[config.mk]
export PLATFORM = sky130hd
export DESIGN_NAME = usbk_top
export DESIGN_NICKNAME = d
export VERILOG_FILES = /design/src/core/usbk_baud.v /design/src/core/usbk_rx.v /design/src/core/usbk_top.v
export VERILOG_INCLUDE_DIRS = /design/src /design/src/common
export SDC_FILE = /design/constraint.sdc
export NUM_CORES = 1
export LEC_CHECK = 0
export BUFFER_PORTS_ARGS = -buffer_cell sky130_fd_sc_hd__buf_4
export CORE_UTILIZATION = 45
export CTS_CLUSTER_DIAMETER = 30
export CTS_CLUSTER_SIZE = 28
export DETAILED_ROUTE_END_ITERATION = 8
export GPL_ROUTABILITY_DRIVEN = 1
export PLACE_DENSITY = 0.66
export SETUP_SLACK_MARGIN = 0.1
export SLEW_MARGIN = 20
export SYNTH_ARGS = -nofsm -noshare
export SYNTH_HDL_FRONTEND = slang
export SYNTH_HIERARCHICAL = 1
export SYNTH_SLANG_ARGS = --single-unit
[constraint.sdc]
create_clock -name sys_clk -period 5.8 [get_ports sys_clk]
set_clock_uncertainty 0.1 [all_clocks]
set_input_delay 0.29 -clock sys_clk [delete_from_list [all_inputs] [get_ports sys_clk]]
set_output_delay 0.29 -clock sys_clk [all_outputs]
set_load 0.02 [all_outputs]
[src/common/usbk_map.vh]
// usbk_map.vh: register offsets, field positions and reset values of the serial port
// assumes: included by the port's design files, 32-bit apb data, one register per aligned word
`ifndef USBK_MAP_VH
`define USBK_MAP_VH

// register byte offsets
`define USBK_OFS_BAUD_CONTROL 8'h00
`define USBK_OFS_RX_STATUS_CONTROL 8'h04
`define USBK_OFS_DIVIDER_LOW 8'h08
`define USBK_OFS_DIVIDER_HIGH 8'h0C
`define USBK_OFS_TX_HOLDING 8'h10
`define USBK_OFS_TX_STATUS_CONTROL 8'h14
`define USBK_OFS_RX_DATA 8'h18
`define USBK_OFS_EVENT_FLAGS 8'h1C

// baud_control fields
`define USBK_BC_RX_IDLE 6
`define USBK_BC_DATA_INVERT 5
`define USBK_BC_CLOCK_IDLE 4
`define USBK_BC_WIDE_DIV 3
`define USBK_BC_WAKE_BREAK 1
`define USBK_BC_AUTO_BAUD 0
`define USBK_BC_WMASK 8'h3B

// receive_status_control fields
`define USBK_RS_PORT_EN 7
`define USBK_RS_RX9 6
`define USBK_RS_SINGLE_RX 5
`define USBK_RS_CONT_RX 4
`define USBK_RS_FRAMING 2
`define USBK_RS_WMASK 8'hF8

// transmit_status_control fields
`define USBK_TS_MASTER 7
`define USBK_TS_NINE_BIT 6
`define USBK_TS_TX_EN 5
`define USBK_TS_SYNC 4
`define USBK_TS_HIGH_SPEED 2
`define USBK_TS_SHIFT_EMPTY 1
`define USBK_TS_NINTH_BIT 0
`define USBK_TS_WMASK 8'hF5

// event_flags fields
`define USBK_EV_TX_EMPTY 0
`define USBK_EV_RX_DONE 1
`define USBK_EV_BREAK 2

// reset value and break data byte
`define USBK_RST_REG8 8'h00
`define USBK_BREAK_DATA 8'h00

// last quarter-tick index of a bit (four ticks per bit) and data bits per character
`define USBK_QTICKS_PER_BIT 2'h3
`define USBK_DATA_BITS 4'h8

`endif

[src/core/usbk_baud.v]
// usbk_baud.v: baud rate generator, one-cycle pulse per quarter bit time
// assumes: divider and speed selects come from registers on the same clock
`timescale 1ns/1ps
`include "usbk_map.vh"

module usbk_baud (
  input wire sys_clk,
  input wire rstn,
  input wire run,
  input wire wide_divider_select,
  input wire high_speed_baud_select,
  input wire [15:0] divider,
  output reg qtick
);
  reg [20:0] cnt_reg;
  reg [20:0] scale;
  wire [20:0] n_ext;
  wire [20:0] span;

  // quarter of the 64/16/16/4 prescale
  always @* begin
    case ({wide_divider_select, high_speed_baud_select})
      2'b00: scale = 21'h000010;
      2'b11: scale = 21'h000001;
      default: scale = 21'h000004;
    endcase
  end

  // narrow mode ignores the high byte
  assign n_ext = {5'h00, (wide_divider_select ? divider : {8'h00, divider[7:0]})};
  assign span = (n_ext + 21'h000001) * scale - 21'h000001;

  // restart from zero while stopped so the first tick is a whole period away
  always @(posedge sys_clk) begin
    if (!rstn || !run) begin
      cnt_reg <= 21'h000000;
      qtick <= 1'b0;
    end else if (cnt_reg >= span) begin
      cnt_reg <= 21'h000000;
      qtick <= 1'b1;
    end else begin
      cnt_reg <= cnt_reg + 21'h000001;
      qtick <= 1'b0;
    end
  end
endmodule // usbk_baud

[src/core/usbk_rx.v]
// usbk_rx.v: asynchronous receiver with framing check and wake-on-break watcher
// assumes: line is already synchronised and polarity-corrected; qtick is a quarter bit
`timescale 1ns/1ps
`include "usbk_map.vh"

module usbk_rx (
  input wire sys_clk,
  input wire rstn,
  input wire enable,
  input wire qtick,
  input wire line,
  input wire wake_armed,
  output reg byte_valid,
  output reg [7:0] byte_data,
  output reg framing_error,
  output wire rx_idle,
  output reg wake_event,
  output reg wake_done
);
  localparam ST_IDLE = 4'b0001;
  localparam ST_START = 4'b0010;
  localparam ST_DATA = 4'b0100;
  localparam ST_STOP = 4'b1000;

  reg [3:0] state_reg;
  reg [1:0] q_reg;
  reg [2:0] bit_reg;
  reg [7:0] shift_reg;
  reg line_prev_reg;
  reg wake_fell_reg;

  assign rx_idle = state_reg[0];

  // start at line fall, sample mid start bit, then each bit centre
  always @(posedge sys_clk) begin
    if (!rstn || !enable) begin
      state_reg <= ST_IDLE;
      q_reg <= 2'h0;
      bit_reg <= 3'h0;
      shift_reg <= 8'h00;
      line_prev_reg <= 1'b1;
      wake_fell_reg <= 1'b0;
      byte_valid <= 1'b0;
      byte_data <= 8'h00;
      framing_error <= 1'b0;
      wake_event <= 1'b0;
      wake_done <= 1'b0;
    end else begin
      line_prev_reg <= line;
      byte_valid <= 1'b0;
      wake_event <= 1'b0;
      wake_done <= 1'b0;
      if (wake_armed) begin
        // normal reception held off; first fall wakes, next rise ends the break
        state_reg <= ST_IDLE;
        if (line_prev_reg && !line && !wake_fell_reg) begin
          wake_fell_reg <= 1'b1;
          wake_event <= 1'b1;
        end else if (!line_prev_reg && line && wake_fell_reg) begin
          wake_fell_reg <= 1'b0;
          wake_done <= 1'b1;
        end
      end else begin
        wake_fell_reg <= 1'b0;
        case (state_reg)
          ST_IDLE: begin
            q_reg <= 2'h0;
            if (line_prev_reg && !line) begin
              state_reg <= ST_START;
            end
          end
          ST_START: begin
            if (qtick) begin
              q_reg <= q_reg + 2'h1;
              if (q_reg == 2'h1) begin
                q_reg <= 2'h0;
                bit_reg <= 3'h0;
                state_reg <= line ? ST_IDLE : ST_DATA; // glitch rejected
              end
            end
          end
          ST_DATA: begin
            if (qtick) begin
              q_reg <= q_reg + 2'h1;
              if (q_reg == `USBK_QTICKS_PER_BIT) begin
                shift_reg <= {line, shift_reg[7:1]};
                bit_reg <= bit_reg + 3'h1;
                if (bit_reg == 3'h7) begin
                  state_reg <= ST_STOP;
                end
              end
            end
          end
          ST_STOP: begin
            if (qtick) begin
              q_reg <= q_reg + 2'h1;
              if (q_reg == `USBK_QTICKS_PER_BIT) begin
                byte_valid <= 1'b1;
                byte_data <= shift_reg;
                framing_error <= !line; // low stop bit, as a break gives
                state_reg <= ST_IDLE;
              end
            end
          end
          default: state_reg <= ST_IDLE;
        endcase
      end
    end
  end
endmodule // usbk_rx

[src/core/usbk_top.v]
// usbk_top.v: serial port with break reception and synchronous master transmit, apb slave
// assumes: apb master on sys_clk; data pin comes from outside and is synchronised here
//
// Overview of operation
// - received byte 00h with framing error and receive-complete flag signals a break
// - wake-on-break: watch two line transitions, interrupt, then receive next byte
// - wake-on-break enable clears itself when the line rises after the break
// - synchronous mode: one data line, one clock line, half-duplex only
// - synchronous characters carry only data bits, no start or stop bits
// - master needs mode, clock source, port enable set; receive enables pick direction
// - master drives the shift clock and enables the clock pin driver when configured
// - data changes on the leading clock edge, is sampled on the trailing edge; here data changes one cycle before the leading edge
// - exactly one clock cycle per data bit, no extra clocks
// - polarity bit set: clock idles high; cleared: clock idles low
// - master transmit shifts data out and enables data and clock pin drivers
// - holding register write starts sending; waits while shift register is busy
// - empty shift register takes the character at once and starts shifting
// - data invert defaults to 0; 1 makes transmit and receive data low-true
// - transmit shift register is not visible to software
//
// Local design decisions: the register addresses and register access over APB.
`timescale 1ns/1ps
`include "usbk_map.vh"

module usbk_top (
  input wire sys_clk,
  input wire rstn,
  input wire psel,
  input wire penable,
  input wire pwrite,
  input wire [7:0] paddr,
  input wire [31:0] pwdata,
  output reg [31:0] prdata,
  output wire pready,
  output wire pslverr,
  input wire data_pin_in,
  output reg data_pin_out,
  output wire data_pin_oe,
  output reg clock_pin_out,
  output wire clock_pin_oe
);
  localparam TX_IDLE = 2'b01;
  localparam TX_SHIFT = 2'b10;

  // software-visible registers
  reg [7:0] baud_control_reg;
  reg [7:0] receive_status_control_reg;
  reg [7:0] baud_divider_low_reg;
  reg [7:0] baud_divider_high_reg;
  reg [7:0] transmit_status_control_reg;
  reg [8:0] transmit_holding_register;
  reg hold_full_reg;
  reg receive_complete_flag;
  reg framing_error_flag;
  reg [7:0] receive_data_register;

  // transmit engine, not reachable from the bus
  reg [1:0] tx_state_reg;
  reg [8:0] transmit_shift_register;
  reg [3:0] bits_left_reg;
  reg [1:0] phase_reg;

  // data pin synchroniser
  reg data_meta_reg;
  reg data_sync_reg;

  wire port_enable = receive_status_control_reg[`USBK_RS_PORT_EN];
  wire single_receive_enable = receive_status_control_reg[`USBK_RS_SINGLE_RX];
  wire continuous_receive_enable = receive_status_control_reg[`USBK_RS_CONT_RX];
  wire clock_source_master = transmit_status_control_reg[`USBK_TS_MASTER];
  wire nine_bit_transmit_enable = transmit_status_control_reg[`USBK_TS_NINE_BIT];
  wire transmit_enable = transmit_status_control_reg[`USBK_TS_TX_EN];
  wire sync_mode = transmit_status_control_reg[`USBK_TS_SYNC];
  wire transmit_ninth_bit = transmit_status_control_reg[`USBK_TS_NINTH_BIT];
  wire data_invert = baud_control_reg[`USBK_BC_DATA_INVERT];
  wire clock_idle_polarity = baud_control_reg[`USBK_BC_CLOCK_IDLE];
  wire wake_on_break_enable = baud_control_reg[`USBK_BC_WAKE_BREAK];

  // master configured at all, and master transmit direction
  wire sync_master = port_enable && sync_mode && clock_source_master;
  wire receive_selected = single_receive_enable || continuous_receive_enable;
  wire sync_tx_mode = sync_master && !receive_selected && transmit_enable;

  wire shift_register_empty = tx_state_reg[0];
  wire transmit_buffer_empty_flag = !hold_full_reg;
  wire break_received;

  wire qtick;
  wire rx_valid;
  wire [7:0] rx_byte;
  wire rx_framing;
  wire rx_idle;
  wire wake_event;
  wire wake_done;
  wire rx_line;

  // apb decode
  wire apb_setup = psel && !penable;
  wire apb_access = psel && penable;
  wire wr_en = apb_access && pwrite;
  wire rd_en = apb_access && !pwrite;

  function addr_known;
    input [7:0] a;
    begin
      addr_known = (a[1:0] == 2'b00) && (a <= `USBK_OFS_EVENT_FLAGS);
    end
  endfunction

  function hit;
    input [7:0] a;
    input [7:0] ofs;
    begin
      hit = (a == ofs);
    end
  endfunction

  // zero-wait slave; unmapped or misaligned offsets answer with an error
  assign pready = 1'b1;
  assign pslverr = apb_access && !addr_known(paddr);

  // both pin drivers follow configuration, not software direction bits
  assign clock_pin_oe = sync_master;
  assign data_pin_oe = sync_tx_mode;

  // break: all three conditions at once
  assign break_received = receive_complete_flag && framing_error_flag &&
                          (receive_data_register == `USBK_BREAK_DATA);

  // receive line is inverted back before any decoding
  assign rx_line = data_sync_reg ^ data_invert;

  // two flops before the pin reaches logic
  always @(posedge sys_clk) begin
    if (!rstn) begin
      data_meta_reg <= 1'b1;
      data_sync_reg <= 1'b1;
    end else begin
      data_meta_reg <= data_pin_in;
      data_sync_reg <= data_meta_reg;
    end
  end

  usbk_baud u_baud (
    .sys_clk(sys_clk),
    .rstn(rstn),
    .run(port_enable),
    .wide_divider_select(baud_control_reg[`USBK_BC_WIDE_DIV]),
    .high_speed_baud_select(transmit_status_control_reg[`USBK_TS_HIGH_SPEED]),
    .divider({baud_divider_high_reg, baud_divider_low_reg}),
    .qtick(qtick)
  );

  // asynchronous receiver only runs outside synchronous mode
  usbk_rx u_rx (
    .sys_clk(sys_clk),
    .rstn(rstn),
    .enable(port_enable && !sync_mode),
    .qtick(qtick),
    .line(rx_line),
    .wake_armed(wake_on_break_enable),
    .byte_valid(rx_valid),
    .byte_data(rx_byte),
    .framing_error(rx_framing),
    .rx_idle(rx_idle),
    .wake_event(wake_event),
    .wake_done(wake_done)
  );

  // register writes; clearing port enable resets the port state below
  always @(posedge sys_clk) begin
    if (!rstn) begin
      baud_control_reg <= `USBK_RST_REG8;
      receive_status_control_reg <= `USBK_RST_REG8;
      baud_divider_low_reg <= `USBK_RST_REG8;
      baud_divider_high_reg <= `USBK_RST_REG8;
      transmit_status_control_reg <= `USBK_RST_REG8; // data invert starts at 0
    end else begin
      if (wr_en && hit(paddr, `USBK_OFS_BAUD_CONTROL)) begin
        baud_control_reg <= pwdata[7:0] & `USBK_BC_WMASK;
      end else if (wake_done) begin
        baud_control_reg[`USBK_BC_WAKE_BREAK] <= 1'b0;
      end
      if (wr_en && hit(paddr, `USBK_OFS_RX_STATUS_CONTROL)) begin
        receive_status_control_reg <= pwdata[7:0] & `USBK_RS_WMASK;
      end
      if (wr_en && hit(paddr, `USBK_OFS_DIVIDER_LOW)) begin
        baud_divider_low_reg <= pwdata[7:0];
      end
      if (wr_en && hit(paddr, `USBK_OFS_DIVIDER_HIGH)) begin
        baud_divider_high_reg <= pwdata[7:0];
      end
      if (wr_en && hit(paddr, `USBK_OFS_TX_STATUS_CONTROL)) begin
        transmit_status_control_reg <= pwdata[7:0] & `USBK_TS_WMASK;
      end
    end
  end

  // receive flag: hardware set wins over the clearing read
  always @(posedge sys_clk) begin
    if (!rstn || !port_enable) begin
      receive_complete_flag <= 1'b0;
      framing_error_flag <= 1'b0;
      receive_data_register <= 8'h00;
    end else if (rx_valid) begin
      receive_complete_flag <= 1'b1;
      framing_error_flag <= rx_framing;
      receive_data_register <= rx_byte;
    end else if (wake_event) begin
      receive_complete_flag <= 1'b1; // wake raises its own receive event
    end else if (rd_en && hit(paddr, `USBK_OFS_RX_DATA)) begin
      receive_complete_flag <= 1'b0;
    end
  end

  // holding register: a write queues a character, the engine takes it
  always @(posedge sys_clk) begin
    if (!rstn || !port_enable) begin
      transmit_holding_register <= 9'h000;
      hold_full_reg <= 1'b0;
    end else if (wr_en && hit(paddr, `USBK_OFS_TX_HOLDING)) begin
      // ninth bit is captured now, so it must be loaded first
      transmit_holding_register <= {transmit_ninth_bit, pwdata[7:0]};
      hold_full_reg <= 1'b1;
    end else if (sync_tx_mode && tx_state_reg == TX_IDLE && hold_full_reg) begin
      hold_full_reg <= 1'b0; // moved to the shifter
    end
  end

  // transmit engine: four quarter ticks per bit, leading edge at the first,
  // trailing edge at the third; no start or stop framing
  always @(posedge sys_clk) begin
    if (!rstn || !sync_tx_mode) begin
      tx_state_reg <= TX_IDLE;
      transmit_shift_register <= 9'h000;
      bits_left_reg <= 4'h0;
      phase_reg <= 2'h0;
    end else begin
      case (tx_state_reg)
        TX_IDLE: begin
          phase_reg <= 2'h0;
          if (hold_full_reg) begin
            transmit_shift_register <= transmit_holding_register;
            bits_left_reg <= `USBK_DATA_BITS + {3'h0, nine_bit_transmit_enable};
            tx_state_reg <= TX_SHIFT;
          end
        end
        TX_SHIFT: begin
          if (qtick) begin
            phase_reg <= phase_reg + 2'h1;
            if (phase_reg == `USBK_QTICKS_PER_BIT) begin
              transmit_shift_register <= {1'b0, transmit_shift_register[8:1]};
              bits_left_reg <= bits_left_reg - 4'h1;
              if (bits_left_reg == 4'h1) begin
                // last bit gone; a waiting character loads next cycle
                tx_state_reg <= TX_IDLE;
              end
            end
          end
        end
        default: tx_state_reg <= TX_IDLE;
      endcase
    end
  end

  // pin drive: clock leaves idle at phase 1 and returns at phase 3
  always @(posedge sys_clk) begin
    if (!rstn) begin
      clock_pin_out <= 1'b0;
      data_pin_out <= 1'b0;
    end else begin
      if (tx_state_reg == TX_SHIFT && (phase_reg == 2'h1 || phase_reg == 2'h2)) begin
        clock_pin_out <= !clock_idle_polarity; // one pulse per bit
      end else begin
        clock_pin_out <= clock_idle_polarity; // rests at idle level
      end
      // new bit appears one cycle before the leading edge and holds to the next
      if (tx_state_reg == TX_SHIFT && qtick && phase_reg == 2'h0) begin
        data_pin_out <= transmit_shift_register[0] ^ data_invert;
      end
    end
  end

  // read data registered in the setup phase, valid through the access phase
  always @(posedge sys_clk) begin
    if (!rstn) begin
      prdata <= 32'h00000000;
    end else if (apb_setup && !pwrite) begin
      case (paddr)
        `USBK_OFS_BAUD_CONTROL:
          prdata <= {24'h000000, baud_control_reg[7], rx_idle, baud_control_reg[5:0]};
        `USBK_OFS_RX_STATUS_CONTROL:
          prdata <= {24'h000000, receive_status_control_reg[7:3], framing_error_flag, 2'b00};
        `USBK_OFS_DIVIDER_LOW:
          prdata <= {24'h000000, baud_divider_low_reg};
        `USBK_OFS_DIVIDER_HIGH:
          prdata <= {24'h000000, baud_divider_high_reg};
        `USBK_OFS_TX_STATUS_CONTROL:
          prdata <= {24'h000000, transmit_status_control_reg[7:2], shift_register_empty,
                     transmit_status_control_reg[0]};
        `USBK_OFS_RX_DATA:
          prdata <= {24'h000000, receive_data_register};
        `USBK_OFS_EVENT_FLAGS:
          prdata <= {29'h00000000, break_received, receive_complete_flag, transmit_buffer_empty_flag};
        default:
          prdata <= 32'h00000000; // holding register is write-only
      endcase
    end
  end
endmodule // usbk_top

# [After elaboration in Yosys (flattened, before gate mapping)]
# Cells that the tools add are included.
[totals] wordCells=209 in_bits=46 ff_bits=158 output_inout_bits=38
[op_classes] n_bitwise=5 n_mux=51 n_mul=1 n_lt_le_gt_ge=2 n_addsub=8 eq_ne=34 reduce_logical=75
[ops] operator="$pmux W8 S7" n=1
[ops] operator="$mux W4" n=11
[ops] operator="$eq A8 B5 Y1 const B" n=4
[ops] operator="$logic_and A1 B1 Y1" n=30
[ops] operator="$mux W9" n=3
[ops] operator="$add A21 B1 Y21 const B" n=1
[ops] operator="$ge A21 B21 Y1" n=1
[ops] operator="$mul A21 B5 Y21" n=1
[ops] operator="$sub A21 B1 Y21 const B" n=1
[ops] operator="$reduce_and A4 Y1" n=5
[ops] operator="$pmux W9 S2" n=1
[ops] operator="$add A16 B1 Y17 const B" n=1
[ops] operator="$eq A8 B4 Y1 const B" n=2
[ops] operator="$logic_not A8 Y1" n=2
[ops] operator="$mux W16" n=1
[ops] operator="$mux W2" n=8
[ops] operator="$pmux W4 S4" n=1
[ops] operator="$mux W3" n=5
[ops] operator="$logic_not A1 Y1" n=14
[ops] operator="$mux W1" n=14
[ops] operator="$ne A2 B1 Y1 const B" n=7
[ops] operator="$ne A2 B2 Y1 const B" n=6
[ops] operator="$eq A2 B2 Y1 const B" n=5
[ops] operator="$pmux W5 S2" n=1
[ops] operator="other kinds (28)" n=50

# [Depth between registers and ports, before layout]
# Gate-level depths: netlist (run 1).
[depth] word_depth=8 depth_mapped=26 mapped_depth_nobuf=24

# [Modules after synthesis]
# The synthesis (run 1) kept the hierarchy.
[by_module_without_submodules] mod="usbk_baud" cells_per_inst=507 area_per_inst_um2=4012.6 n_inst=1 seq_area_each_um2=440.4
[by_module_without_submodules] mod="usbk_top" cells_per_inst=436 area_per_inst_um2=3948.8 n_inst=1 seq_area_each_um2=1621.6
[by_module_without_submodules] mod="usbk_rx" cells_per_inst=149 area_per_inst_um2=1432.6 n_inst=1 seq_area_each_um2=620.6

# [Worst setup path after synthesis (run 1)]
# OpenSTA, ideal clock, no wires.
[synth_timing] path_kind="reg2reg" start="register baud_control_reg[3]" end="register u_baud.cnt_reg[17]" t_required_ns=5.568 stages_incl_launch_ff=26 period_less_slack_ns=5.693 setup_slack_ns=0.107 t_arrival_ns=5.461 setup_time_ns=0.132 path_buffers=3 cell_sequence="dfxtp_1 clkbuf_1 inv_1 ha_1 inv_1 clkbuf_1 nor2_1 ha_1 fa_1 inv_1 fa_1 inv_1 ha_1 and2_1 a221o_1 a21oi_1 nand2b_1 xnor2_1 ha_1 nand4_1 nor4_1 a211oi_1 o211ai_1 o311a_1 buf_2 nor3_1"
[synth_between] elab_chain_len=6 elab_cells_between_ends=9 cone_classes="2 x add/sub; 1 x mul; 1 x order compare; 1 x eq/ne; 2 x mux; 2 x reduce/logical"
[synth_rtl] item="from (decl)" line_no="usbk_top.v:46" source="reg [7:0] baud_control_reg;"
[synth_rtl] item="from (signal assigned)" line_no="usbk_top.v:173" source="baud_control_reg <= `USBK_RST_REG8;"
[synth_rtl] item="from (signal assigned)" line_no="usbk_top.v:180" source="baud_control_reg <= pwdata[7:0] & `USBK_BC_WMASK;"
[synth_rtl] item="$mux W16 (tied with other cells)" line_no="usbk_baud.v:30" source="assign n_ext = {5'h00, (wide_divider_select ? divider : {8'h00, divider[7:0]})};"
[synth_rtl] item="$add A16 B1 Y17 or $pmux W5 S2 (tied branches)" line_no="usbk_baud.v:31, usbk_baud.v:22"
[synth_rtl] item="$mul A21 B5 Y21 (*)" line_no="usbk_baud.v:31" source="assign span = (n_ext + 21'h000001) * scale - 21'h000001;"
[synth_rtl] item="$sub A21 B1 Y21 (*)" line_no="usbk_baud.v:31"
[synth_rtl] item="$ge A21 B21 Y1 (*)" line_no="usbk_baud.v:38" source="end else if (cnt_reg >= span) begin"
[synth_rtl] item="$reduce_or A2 Y1 (no source line) (*)"
[synth_rtl] item="to (signal assigned)" line_no="usbk_baud.v:42" source="cnt_reg <= cnt_reg + 21'h000001;"
[synth_rtl] item="to (decl)" line_no="usbk_baud.v:15" source="reg [20:0] cnt_reg;"
# Every way passes the cells marked *; elsewhere a longest branch is shown, timed or not.
# A chain may end at the register's enable or synchronous reset.

# [Worst setup path after layout (run 1)]
[layout_timing] start="register baud_divider_low_reg[7]" end="register u_baud.cnt_reg[8]"
[layout_between] elab_chain_len=6
[layout_rtl] item="from (decl)" line_no="usbk_top.v:48" source="reg [7:0] baud_divider_low_reg;"
[layout_rtl] item="from (signal assigned)" line_no="usbk_top.v:175" source="baud_divider_low_reg <= `USBK_RST_REG8;"
[layout_rtl] item="from (signal assigned)" line_no="usbk_top.v:188" source="baud_divider_low_reg <= pwdata[7:0];"
[layout_rtl] item="$mux W16" line_no="usbk_baud.v:30"
[layout_rtl] item="$add A16 B1 Y17" line_no="usbk_baud.v:31"
[layout_rtl] item="$mul A21 B5 Y21" line_no="usbk_baud.v:31"
[layout_rtl] item="$sub A21 B1 Y21" line_no="usbk_baud.v:31"
[layout_rtl] item="$ge A21 B21 Y1" line_no="usbk_baud.v:38"
[layout_rtl] item="$reduce_or A2 Y1 (no source line)"
# No other way between the ends.

==> results.txt, run 1 <==
- The area growth from synthesis to layout is 22.60%.
* Number of antenna violations at the first check in global routing: 0
- R2R depth: 25
* Met3 global-route usage: 3.094%
- The pre-antenna-repair detailed-routing pass consisted of 5 iterations.
- For this run, the top clock speed supported by timing is 175.4 MHz.
- The max-slew violation count was 0.
* Iteration-0 DRC Markers: 519
- Synthesis handed over a netlist of 1092 instances.
- Pin slew with the least headroom to its limit: 1.049 ns
- In this run the worst path has a maximum fanout of 6.
- Worst vdd rail ir drop: 0.1904 mV
- Ratio of final minimum period to clock period: 98.31%
* End of the worst hold path: transmit_holding_register[2]
- Buffers inserted during clock tree synthesis total 17.
- Overflow left after global routing: 0
- Skew-Pair Late Insertion Delay: 0.43 ns
- Via count normalized by instance count: 5.349
* Fin cells: 1461
* Share of flip-flops with an asynchronous set or reset: 0%
* Required time of the critical path: 6.05 ns
- Global routing usage on met2: 36.43%
- The first global-routing pass estimated 36750 um of wire.
- Via count: 7815
- Count of clock tree sinks: 134
- For this run, the total global-route usage over all layers was measured as 21.32%.
* Number of global-route vias before repair: 7508
- FF-to-FF End: u_baud/cnt_reg[8]
* Sequential-to-total area share from yosys stat: 28.56%
* GR peak layer: met2
- Standard cell core area: 20360 sq um
- The synthesized design contains 0 enable-type register cells.
- In this run the core area contains 52 standard-cell rows.
* Total Wirelength: 22850 um
- Port Buf Inserts: 34
* Maxcap violations: 0
* Worst Hold Path Cells: 3
- Min-Delay Path Class: input port to flop
- For flop-to-flop paths, the worst setup slack is 0.1 ns.
* Largest delay contributor family on the critical path: adder cells
- Share of post-route cells with drive strength above 1: 22.17%
* RSZ-0062 raised after global routing: yes
* Initial core utilization: 46.13%
- Counting distinct cell types in the post-synthesis netlist gives 78.
- The critical path contains buffers and inverters numbering 4 combined.
- Synthesis warning total: 6
- The most used flip-flop cell after synthesis is sky130_fd_sc_hd__dfxtp_1.
* R2R Path Start: baud_divider_low_reg[7]
- Once detail routing completed, the nets flagged for antenna violations numbered 0.
* Register clock-pin slew on the reported worst setup and hold paths: 0.06 ns
* M1 GR Usage: 27.44%
* CP peak stage delay: 0.53 ns
- Power density relative to cell area: 179.3 nW/um^2
* Setup violation total in the final timing report: 0
* Headroom to the max-slew limit: 29.63%
- Counting flops and latches in the post-synthesis netlist gives 134.
- Buffers from clock root to sink, at most: 2
* Run status: finished clean
* Vert. Die Dim: 146.5 um
- Number of nets in the final layout: 1327
- Worst setup slack before clock tree synthesis: -0.1576 ns
- Clock tree from TritonCTS: built
* Half-perimeter wire length after placement: 17020 um
- CTS H-tree depth: 4
- The die covers 21460 sq um.
- The critical path is of the flop to flop type.
* Post-Syn Area: 9394 sq um
- Max reg flops: 21
- Clock period minus worst slack: 5.702 ns
- Root Buffer Master: sky130_fd_sc_hd__clkbuf_16
- Standard cell with the maximum stage delay on the critical path: sky130_fd_sc_hd__fa_1
- Counting tap cells, the placed design contains a total of 1422 instances.
- Static power due to leakage: 0.004650 uW
- After detailed routing, the number of remaining DRC violations is 0.
- In this run the horizontal extent of the chip is 146.5 um.
- Data arrives at the worst endpoint at 5.95 ns.
* Critical Path Sink Type: flop
- Number of top-level design ports: 84
- Startpoint class of the critical path: flop
- The final hold violation count is 0.
- HP Start: pwdata[2]
* WL per Instance: 15.64 um
- The number of antenna diodes in the final layout is 0.
- Fin worst setup slack: 0.09784 ns
* Largest net degree at the start of global routing: 55
- Average cell area after synthesis: 8.603 sq um
* Last weighted congestion value of the routability-driven placer: 0.8701
==> layer usage <==
metal / share of wire [%] / routed length (um) / up-vias
met3: 3.2 / 742 / 33
met1: 45 / 10390 / 3713
met4: 1.8 / 420 / 0
li1: - / - / 3917
met2: 49 / 11300 / 152
met5: 0 / 0 / -
==> kinds of logic after synthesis <==
logic type      synth area share, %
fa+ha+maj                     16.12
other cells                 0.07994
compound gates                10.59
simple gates                  23.55
buf+inv                       7.259
flops                         28.56
mux                           8.631
xor+xnor                      5.221
==> repair_timing <==
item                                    in CTS  in global routing
buffers inserted                             1                  5
hold endpoints to repair                     1                  0
pin swaps                                    4                 69
gates resized for setup                     15                110
hold buffers                                 1                  0
endpoints found under the setup margin      22                 22
==> stage by stage <==
step	power (uW)	TNS (ns)	area, sq um	hold WS, ns	util [%]
global route	2135	-3.150	11520	0.06068	56.56
floorplan	1002	0	9480	0.2863	-
finish	2065	0	11520	0.05931	56.56
CTS	2081	0	10930	0.04965	53.66
detailed placement	1017	-2.826	10260	0.2914	50.37
global placement	1017	-1.472	10260	0.2897	50.37
==> layout by cell type, fill, tap and decap left out, drive strengths merged, types with 9 or more instances in the layout <==
master  netlist  layout
and2         23      23
a211oi       10      10
nor2b        28      28
nand2b       21      21
nor4          9       9
o21ai        25      25
dfxtp       134     134
xnor2        25      25
xor2         31      31
mux2i        72      72
a311oi        9       9
ha           73      73
nand3        34      34
buf          40     116
fa           30      30
nor3         37      37
nand3b       12      12
conb          2      25
nand4        15      15
nand2        97      97
and3         16      16
inv          76      82
a21oi        41      41
clkbuf       33      18
nor2        100     100
==> cell usage after synthesis, drive strengths merged (9+ instances only) <==
cell type	number	area (sq um)
xor2	31	271.5
buf	40	269.0
mux2i	72	720.7
o21ai	25	125.1
nor4	9	86.33
nand2b	21	131.4
dfxtp	134	2683
a211oi	10	75.07
nand3	34	170.2
nand4	15	93.84
nand2	97	364.1
nand3b	12	90.09
inv	76	285.3
a21oi	41	205.2
and3	16	100.1
nor3	37	185.2
a311oi	9	78.83
xnor2	25	219.0
fa	30	600.6
and2	23	145.1
nor2	100	391.6
nor2b	28	175.2
ha	73	913.4
clkbuf	33	123.9
==> power by group <==
| part | leakage, uW | total [uW] | switching (uW) | internal (uW) |
|---|---|---|---|---|
| logic | 0.00329 | 78.8 | 53.3 | 25.5 |
| registers | 0.00108 | 921 | 0.261 | 920 |
| clock network | 0.000274 | 1070 | 454 | 612 |
| total | 0.00465 | 2070 | 507 | 1560 |
==> cell type report <==
type / count / area [sq um]
flip-flops and latches: 134 / 2695
well taps: 270 / 337.8
inverters: 77 / 289.0
clock buffers: 18 / 439.2
multi-input cells: 831 / 6701
fillers: 1823 / 8847
clock inverters: 14 / 140.1
repair buffers: 117 / 914.6
==> tightest hold or removal path, delay by kind of cell <==
kind,cells,cell delay [ns]
buf+inv,1,0.11
mux,1,0.07
simple gates,1,0.08
==> worst max-delay path by stage <==
stage	slack [ns]	depth (start not counted)	startpoint	to
floorplan	0.11	25	baud_control_reg[3]	u_baud/cnt_reg[17]
global placement	-0.08	26	baud_divider_low_reg[1]	u_baud/cnt_reg[19]
CTS	0.10	24	baud_control_reg[3]	u_baud/cnt_reg[2]
global route	-0.18	25	baud_divider_low_reg[7]	u_baud/cnt_reg[8]
finish	0.1	25	baud_divider_low_reg[7]	u_baud/cnt_reg[8]
detailed placement	-0.16	25	baud_divider_low_reg[1]	u_baud/cnt_reg[14]
Power figures use the tool's default switching activity.
==> inputs of run 2 (changes only) <==
Settings changed: MAX_ROUTING_LAYER from default to met4.
==> results.txt, run 2 (synthesis results as in run 1) <==
- The critical path is of the flop to flop type.
* Setup slack, reg-to-reg: 0.10 ns (about the same)
- TritonCTS built the clock tree.
* Iteration-0 DRC Markers: 481 (-7.3%)
- The transition at the pin with the smallest max-transition slack is 1.073 ns (+0.02411 ns).
* Number of nets in the final layout: 1327 (unchanged)
* Static power due to leakage: 0.004651 uW (about the same)
- The count of unresolved DRC violations after routing is 0 (unchanged).
- Largest net degree at the start of global routing: 55 (unchanged)
- The number of cell rows was 52 (unchanged).
* Peak Freq: 175.5 MHz (about the same)
- End of the worst hold path: transmit_holding_register[3]
- The run finished with clean final reports.
- WL per Instance: 15.66 um (+0.14%)
* Number of antenna violations at the first check in global routing: 0 (unchanged)
- The level count of the clock H-tree is 4 (unchanged).
- Leaving out fill and tap cells, the most frequent cell in the layout is sky130_fd_sc_hd__dfxtp_1.
- Root Buffer Master: sky130_fd_sc_hd__clkbuf_16
* Combined area of the multi-input logic cells: 6701 sq um (unchanged)
* Maxcap violations: 0 (unchanged)
- FF+latch area: 2698 sq um (about the same)
- The starting density of the core is 46.13% (unchanged).
- Startpoint class of the critical path: flop
- Final number of hold-violating endpoints: 0 (unchanged)
* Most frequent cells in the layout: sky130_fd_sc_hd__dfxtp_1, sky130_fd_sc_hd__buf_4, sky130_fd_sc_hd__nor2_1, sky130_fd_sc_hd__nand2_1, sky130_fd_sc_hd__mux2i_1
- R2R depth: 25 (unchanged)
* Worst EP arrival: 5.95 ns (about the same)
- The die boundary height was 146.5 um (unchanged).
* Standard cell core area: 20360 sq um (unchanged)
* Min-Delay Path Class: input port to flop
- The via count was 7817 (+0.026%).
- Register clock-pin slew on the reported worst setup and hold paths: 0.06 ns (about the same)
- Via count normalized by instance count: 5.350 (about the same)
- Count of clock tree sinks: 134 (unchanged)
- The detailed-route wire length came to 22880 um (+0.14%).
- Power density relative to cell area: 179.3 nW/um^2 (about the same)
* Critical Path Sink Type: flop
- Switch share: 24.59% (+0.029 points)
- The residual overflow from global routing was 0 (unchanged).
* Critical-path maximum fanout: 6 (unchanged)
- The proportion of power drawn by flip-flops and latches came to 44.6% (about the same).
- The count of input and output buffers came to 34 (unchanged).
* Clock period minus worst slack: 5.698 ns (-0.003938 ns)
* Number of global-route vias before repair: 7503 (-0.067%)
- The final critical-path share of the clock period came to 98.25% (about the same).
- The placer congestion estimate was 0.8843 (+1.6%).
- Synth-to-layout area growth: 22.63% (about the same)
* Core Util, Final: 56.57% (about the same)
* Number of top-level design ports: 84 (unchanged)
* Setup violation total in the final timing report: 0 (unchanged)
- The detailed-routing iteration count for the pre-antenna-repair pass is 4 (-1).
* RSZ-0062 raised after global routing: yes
- Die Area: 21460 sq um (unchanged)
- First-pass GRT wire length: 36710 um (about the same)
* Number of pins exceeding their max-slew limit in the final report: 0 (unchanged)
- On the critical path the largest part of the delay comes from adder cells.
- Headroom to the max-slew limit: 28.01% (-1.6 points)
* Half-perimeter wire length after placement: 17020 um (unchanged)
* R2R Path Start: baud_divider_low_reg[7]
- The number of non-filler instances in the completed layout was 1461 (unchanged).
- The TritonCTS buffer count is 17 (unchanged).
- The width of the die is 146.5 um (unchanged).
- The proportion of layout cells with a drive suffix above 1 was 22.17% (unchanged).
- The required time at the endpoint of the critical path is 6.05 ns (about the same).
- The clock latency of the later-clocked register in the worst-skew pair was 0.43 ns (about the same).
- The part of the total power dissipated in combinational logic is 3.8% (about the same).
* Worst vdd rail ir drop: 0.1894 mV (-0.53%)
- Internal cell power: 1557 uW (about the same)
- The instance count along the most critical hold path came to 3 (unchanged).
* FF-to-FF End: u_baud/cnt_reg[8]
- HP Start: pwdata[3]
- The number of flip-flops under the largest register name was 21 (unchanged).
- The filler cell count in the final layout came to 1823 (unchanged).
- The count of buffering cells on the critical path with inverters included came to 4 (unchanged).
* Standard cell with the maximum stage delay on the critical path: sky130_fd_sc_hd__fa_1
- Buffers from clock root to sink, at most: 2 (unchanged)
- The overall power after layout came to 2065 uW (about the same).
- CP peak stage delay: 0.53 ns (about the same)
- Total routing usage reported by global routing: 21.95% (+0.63 points)
* DP Cell Count: 1422 (unchanged)
* Clock network power share: 51.6% (about the same)
- The count of antenna-violating nets left after detailed routing came to 0 (unchanged).
* Switching pwr: 508.0 uW (+0.12%)
- The diode insertion count for antenna repair was 0 (unchanged).
-- run 2: cell counts in the layout (fill, tap and decap cells not counted) --
No cell type changed its count.
-- run 2: what timing repair did --
item,in CTS,in global routing
hold buffers,1,0
endpoints found under the hold margin,1,0
endpoints found under the setup margin,22,22
buffers inserted,1,5
pin swaps,4,69
resized for setup,15,111
-- run 2: worst min-delay path: stages --
cell and delay, ns:
sky130_fd_sc_hd__buf_4 0.11, sky130_fd_sc_hd__mux2i_1 0.07, sky130_fd_sc_hd__nor2_1 0.08
-- run 2: per-stage QoR --
| stage | worst slack [ns] | TNS [ns] | hold slack [ns] | area [sq um] |
|---|---|---|---|---|
| 2_1_floorplan | 0.1066 | 0 | 0.2863 | 9480 |
| 3_3_place_gp | -0.08352 | -1.472 | 0.2897 | 10260 |
| 3_5_place_dp | -0.1576 | -2.826 | 0.2914 | 10260 |
| 4_1_cts | 0.1007 | 0 | 0.04965 | 10930 |
| 5_1_grt | -0.2018 | -3.613 | 0.06171 | 11520 |
| 6_report | 0.1018 | 0 | 0.05887 | 11520 |
-- run 2: final cells by class --
type,instances,share of cell area [%]
Sequential cell,134,23.42
Inverter,77,2.509
Clock buffer,18,3.812
Multi-Input combinational cell,831,58.17
Clock inverter,14,1.216
Tap cell,270,2.933
Timing Repair Buffer,117,7.940
-- run 2: how the worst max path moves through the flow --
stage | cells after the start | slack, ns | end | startpoint
after CTS | 24 | 0.10 | u_baud/cnt_reg[2] | baud_control_reg[3]
after global routing | 25 | -0.20 | u_baud/cnt_reg[8] | baud_divider_low_reg[7]
after global placement | 26 | -0.08 | u_baud/cnt_reg[19] | baud_divider_low_reg[1]
final | 25 | 0.10 | u_baud/cnt_reg[8] | baud_divider_low_reg[7]
after floorplan | 25 | 0.11 | u_baud/cnt_reg[17] | baud_control_reg[3]
after detailed placement | 25 | -0.16 | u_baud/cnt_reg[14] | baud_divider_low_reg[1]
-- run 2: metal layers --
layer	share of wire, %	global-route usage [%]	vias up
met5	0	-	-
met4	1.8	6.823	0
met3	2.8	3.281	33
met2	49	36.40	128
met1	46	27.41	3739
li1	-	-	3917
-- run 2: power by group through the flow --
stage / logic (uW) / clock network, uW / registers, uW
2_1_floorplan: 60.3 / 0 / 942
3_3_place_gp: 74.9 / 0 / 942
3_5_place_dp: 74.9 / 0 / 942
4_1_cts: 76.4 / 1080 / 921
5_1_grt: 84.7 / 1130 / 920
6_report: 79.2 / 1070 / 920
==> inputs of run 3 (changes only) <==
Settings changed: CELL_PAD_IN_SITES_DETAIL_PLACEMENT from default to 1, CELL_PAD_IN_SITES_GLOBAL_PLACEMENT from default to 1, CORE_UTILIZATION 45 to 42, PLACE_DENSITY 0.66 to default, PLACE_DENSITY_LB_ADDON from default to 0.1.
==> results.txt, run 3 (synthesis results as in run 1) <==
* Final setup TNS: 0 ns (unchanged)
- Filler cell count: 2584 (+42%)
- The proportion of layout cells with a drive suffix above 1 came to 21.30% (-0.87 points).
- The placer congestion estimate came to 0.8489 (-4.0%).
* Cell mode on critical path: sky130_fd_sc_hd__ha_1
* Type of the worst setup path: flop to flop
* Run status: finished clean
- Root Buffer Master: sky130_fd_sc_hd__clkbuf_16
- Max reg flops: 21 (unchanged)
- WL per Instance: 17.73 um (+13%)
* Synth-to-layout area growth: 21.88%
- Vert. Die Dim: 151.6 um (+3.5%)
* Fin worst setup slack: 0.08427 ns (-0.01751 ns)
- The number of antenna violations at the first check in global routing is 0 (unchanged).
- The TritonCTS buffer count was 17 (unchanged).
- Setup violation total in the final timing report: 0 (unchanged)
- The die area was 22970 sq um (+7.0%).
* Floorplan die width: 151.6 um (+3.5%)
- The total routing usage reported by global routing came to 24.14% (+2.2 points).
- The power density relative to cell area is 188.7 nW/um^2 (+5.3%).
- Number of top-level design ports: 84 (unchanged)
- The worst setup timing slack at the placement stage is -0.1833 ns (-0.02575 ns).
- The via count of the first global-routing pass was 8165 (+8.8%).
* Switching pwr: 514.9 uW (+1.4%)
- Min-Delay Path Class: input port to flop
- Share of power burned in registers: 42.6% (-2.0 points)
- The highest fanout seen on the critical path is 3 (-3).
- Required time of the critical path: 6.01 ns (-0.04 ns)
- The number of maximum-capacitance constraint violations came to 0 (unchanged).
- The final critical-path share of the clock period is 98.55% (+0.30 points).
- The HPWL after detailed placement is 19540 um (+15%).
* Largest delay contributor family on the critical path: adder cells
- Static power due to leakage: 0.004650 uW (about the same)
- DP Cell Count: 1428 (+0.42%)
* Antenna-violating nets left: 0 (unchanged)
- For this design, the slowest cell found on the critical path is sky130_fd_sc_hd__fa_1.
- The switching fraction of total power was 23.83% (-0.77 points).
* Critical Path Sink Type: flop
- Number of core rows: 54 (+3.8%)
* CTS H-tree depth: 4 (unchanged)
- The max-slew violation count came to 0 (unchanged).
- The detailed-route wire length came to 26020 um (+14%).
- Internal cell power: 1646 uW (+5.7%)
- Commonest non-fill, non-tap cell in the layout: sky130_fd_sc_hd__dfxtp_1
- Setup repair after global routing could not meet its margin everywhere.
* Initial core utilization: 42.91% (-3.2 points)
- Standard cell core area: 21890 sq um (+7.5%)
- Number of nets in the final layout: 1324 (-0.23%)
- The delay of the slowest critical-path stage was 0.53 ns (about the same).
- Register clock-pin slew on the reported worst setup and hold paths: 0.06 ns (about the same)
- Iteration-0 DRC Markers: 256 (-47%)
- Combined buffer and inverter count along the critical path: 5 (+1)
- Logic pwr share: 3.7% (about the same)
* First-pass GRT wire length: 41770 um (+14%)
- The count of unresolved DRC violations after routing was 0 (unchanged).
- Fin cells: 1468 (+0.48%)
- Buffers from clock root to sink, at most: 2 (unchanged)
- TritonCTS built the clock tree.
* Clock period minus worst slack: 5.716 ns (+0.01751 ns)
- STA classifies the critical path startpoint as a flop.
* Worst EP arrival: 5.93 ns (-0.02 ns)
- Via count: 7866 (+0.63%)
- The library cells used most frequently in the layout, excluding fill and tap cells, are sky130_fd_sc_hd__dfxtp_1, sky130_fd_sc_hd__buf_4, sky130_fd_sc_hd__nor2_1.
- The maximum number of pins on one net before global-route repair is 55 (unchanged).
- Skew-Pair Late Insertion Delay: 0.43 ns (about the same)
- The overall power after layout came to 2161 uW (+4.6%).
- Port Buf Inserts: 34 (unchanged)
- The detailed-routing iteration count for the pre-antenna-repair pass was 4 (unchanged).
- Worst vdd rail ir drop: 0.1514 mV (-20%)
- Clock network power share: 53.7% (+2.1 points)
- The clock net sink count came to 134 (unchanged).
* Peak Freq: 175.0 MHz (-0.31%)
- Pin slew with the least headroom to its limit: 0.8541 ns (-0.2186 ns)
* Antenna fix cells: 0 (unchanged)
- Final number of hold-violating endpoints: 0 (unchanged)
* Via count normalized by instance count: 5.358 (+0.15%)
* Headroom to the max-slew limit: 42.74% (+15 points)
* Overflow left after global routing: 0 (unchanged)
==> run 3: final timing paths <==
check                                      end                start  cells after the start  slack, ns
hold reg to reg                  data_sync_reg        data_meta_reg                      1       0.31
setup reg to reg                  u_baud/qtick  baud_control_reg[3]                     25       0.08
hold / removal    transmit_holding_register[3]            pwdata[3]                      3       0.06
setup / recovery                  u_baud/qtick  baud_control_reg[3]                     25       0.08
==> run 3: final cells by class <==
type,count,area [sq um],area share [%]
Sequential cell,134,2696,23.55
Clock buffer,18,439.2,3.836
Clock inverter,14,186.4,1.628
Tap cell,280,350.3,3.060
Multi-Input combinational cell,831,6581,57.48
Inverter,77,292.8,2.557
Timing Repair Buffer,114,903.4,7.890
==> run 3: through the flow <==
stage          cell area, sq um  hold slack (ns)  util (%)
6_report                  11450          0.06173     52.30
4_1_cts                   11200          0.05232     51.17
3_5_place_dp              10240           0.2952     46.78
2_1_floorplan              9480           0.2863         -
5_1_grt                   11450          0.06327     52.30
3_3_place_gp              10240           0.2879     46.78
==> run 3: power by group through the flow <==
stage / clock network, uW / registers [uW] / logic [uW]
2_1_floorplan: 0 / 942 / 60.3
3_3_place_gp: 0 / 942 / 77.2
3_5_place_dp: 0 / 942 / 77.6
4_1_cts: 1180 / 920 / 79.1
5_1_grt: 1220 / 920 / 87.3
6_report: 1160 / 920 / 80.7
==> run 3: routing by layer <==
metal  vias to the layer above  global-route usage (%)  wire (um)
met5                         -                       -          0
met4                         0                   7.475        530
met3                        40                   3.323        502
met2                        95                   42.42      13290
met1                      3843                   28.45      11700
li1                       3888                       -          -
==> run 3: repair_timing <==
item	4_1_cts	5_1_grt
cloned	0	1
endpoints found under the hold margin	1	0
hold buffers	1	0
setup endpoints to repair	22	22
setup buffers	5	1
gates resized for setup	65	39
pin swaps	30	19
==> run 3: worst min-delay path, delay by kind of cell <==
kind                   cells  cell delay (ns)
buffers and inverters      1             0.12
AND/OR/NAND/NOR            1             0.07
multiplexers               1             0.07
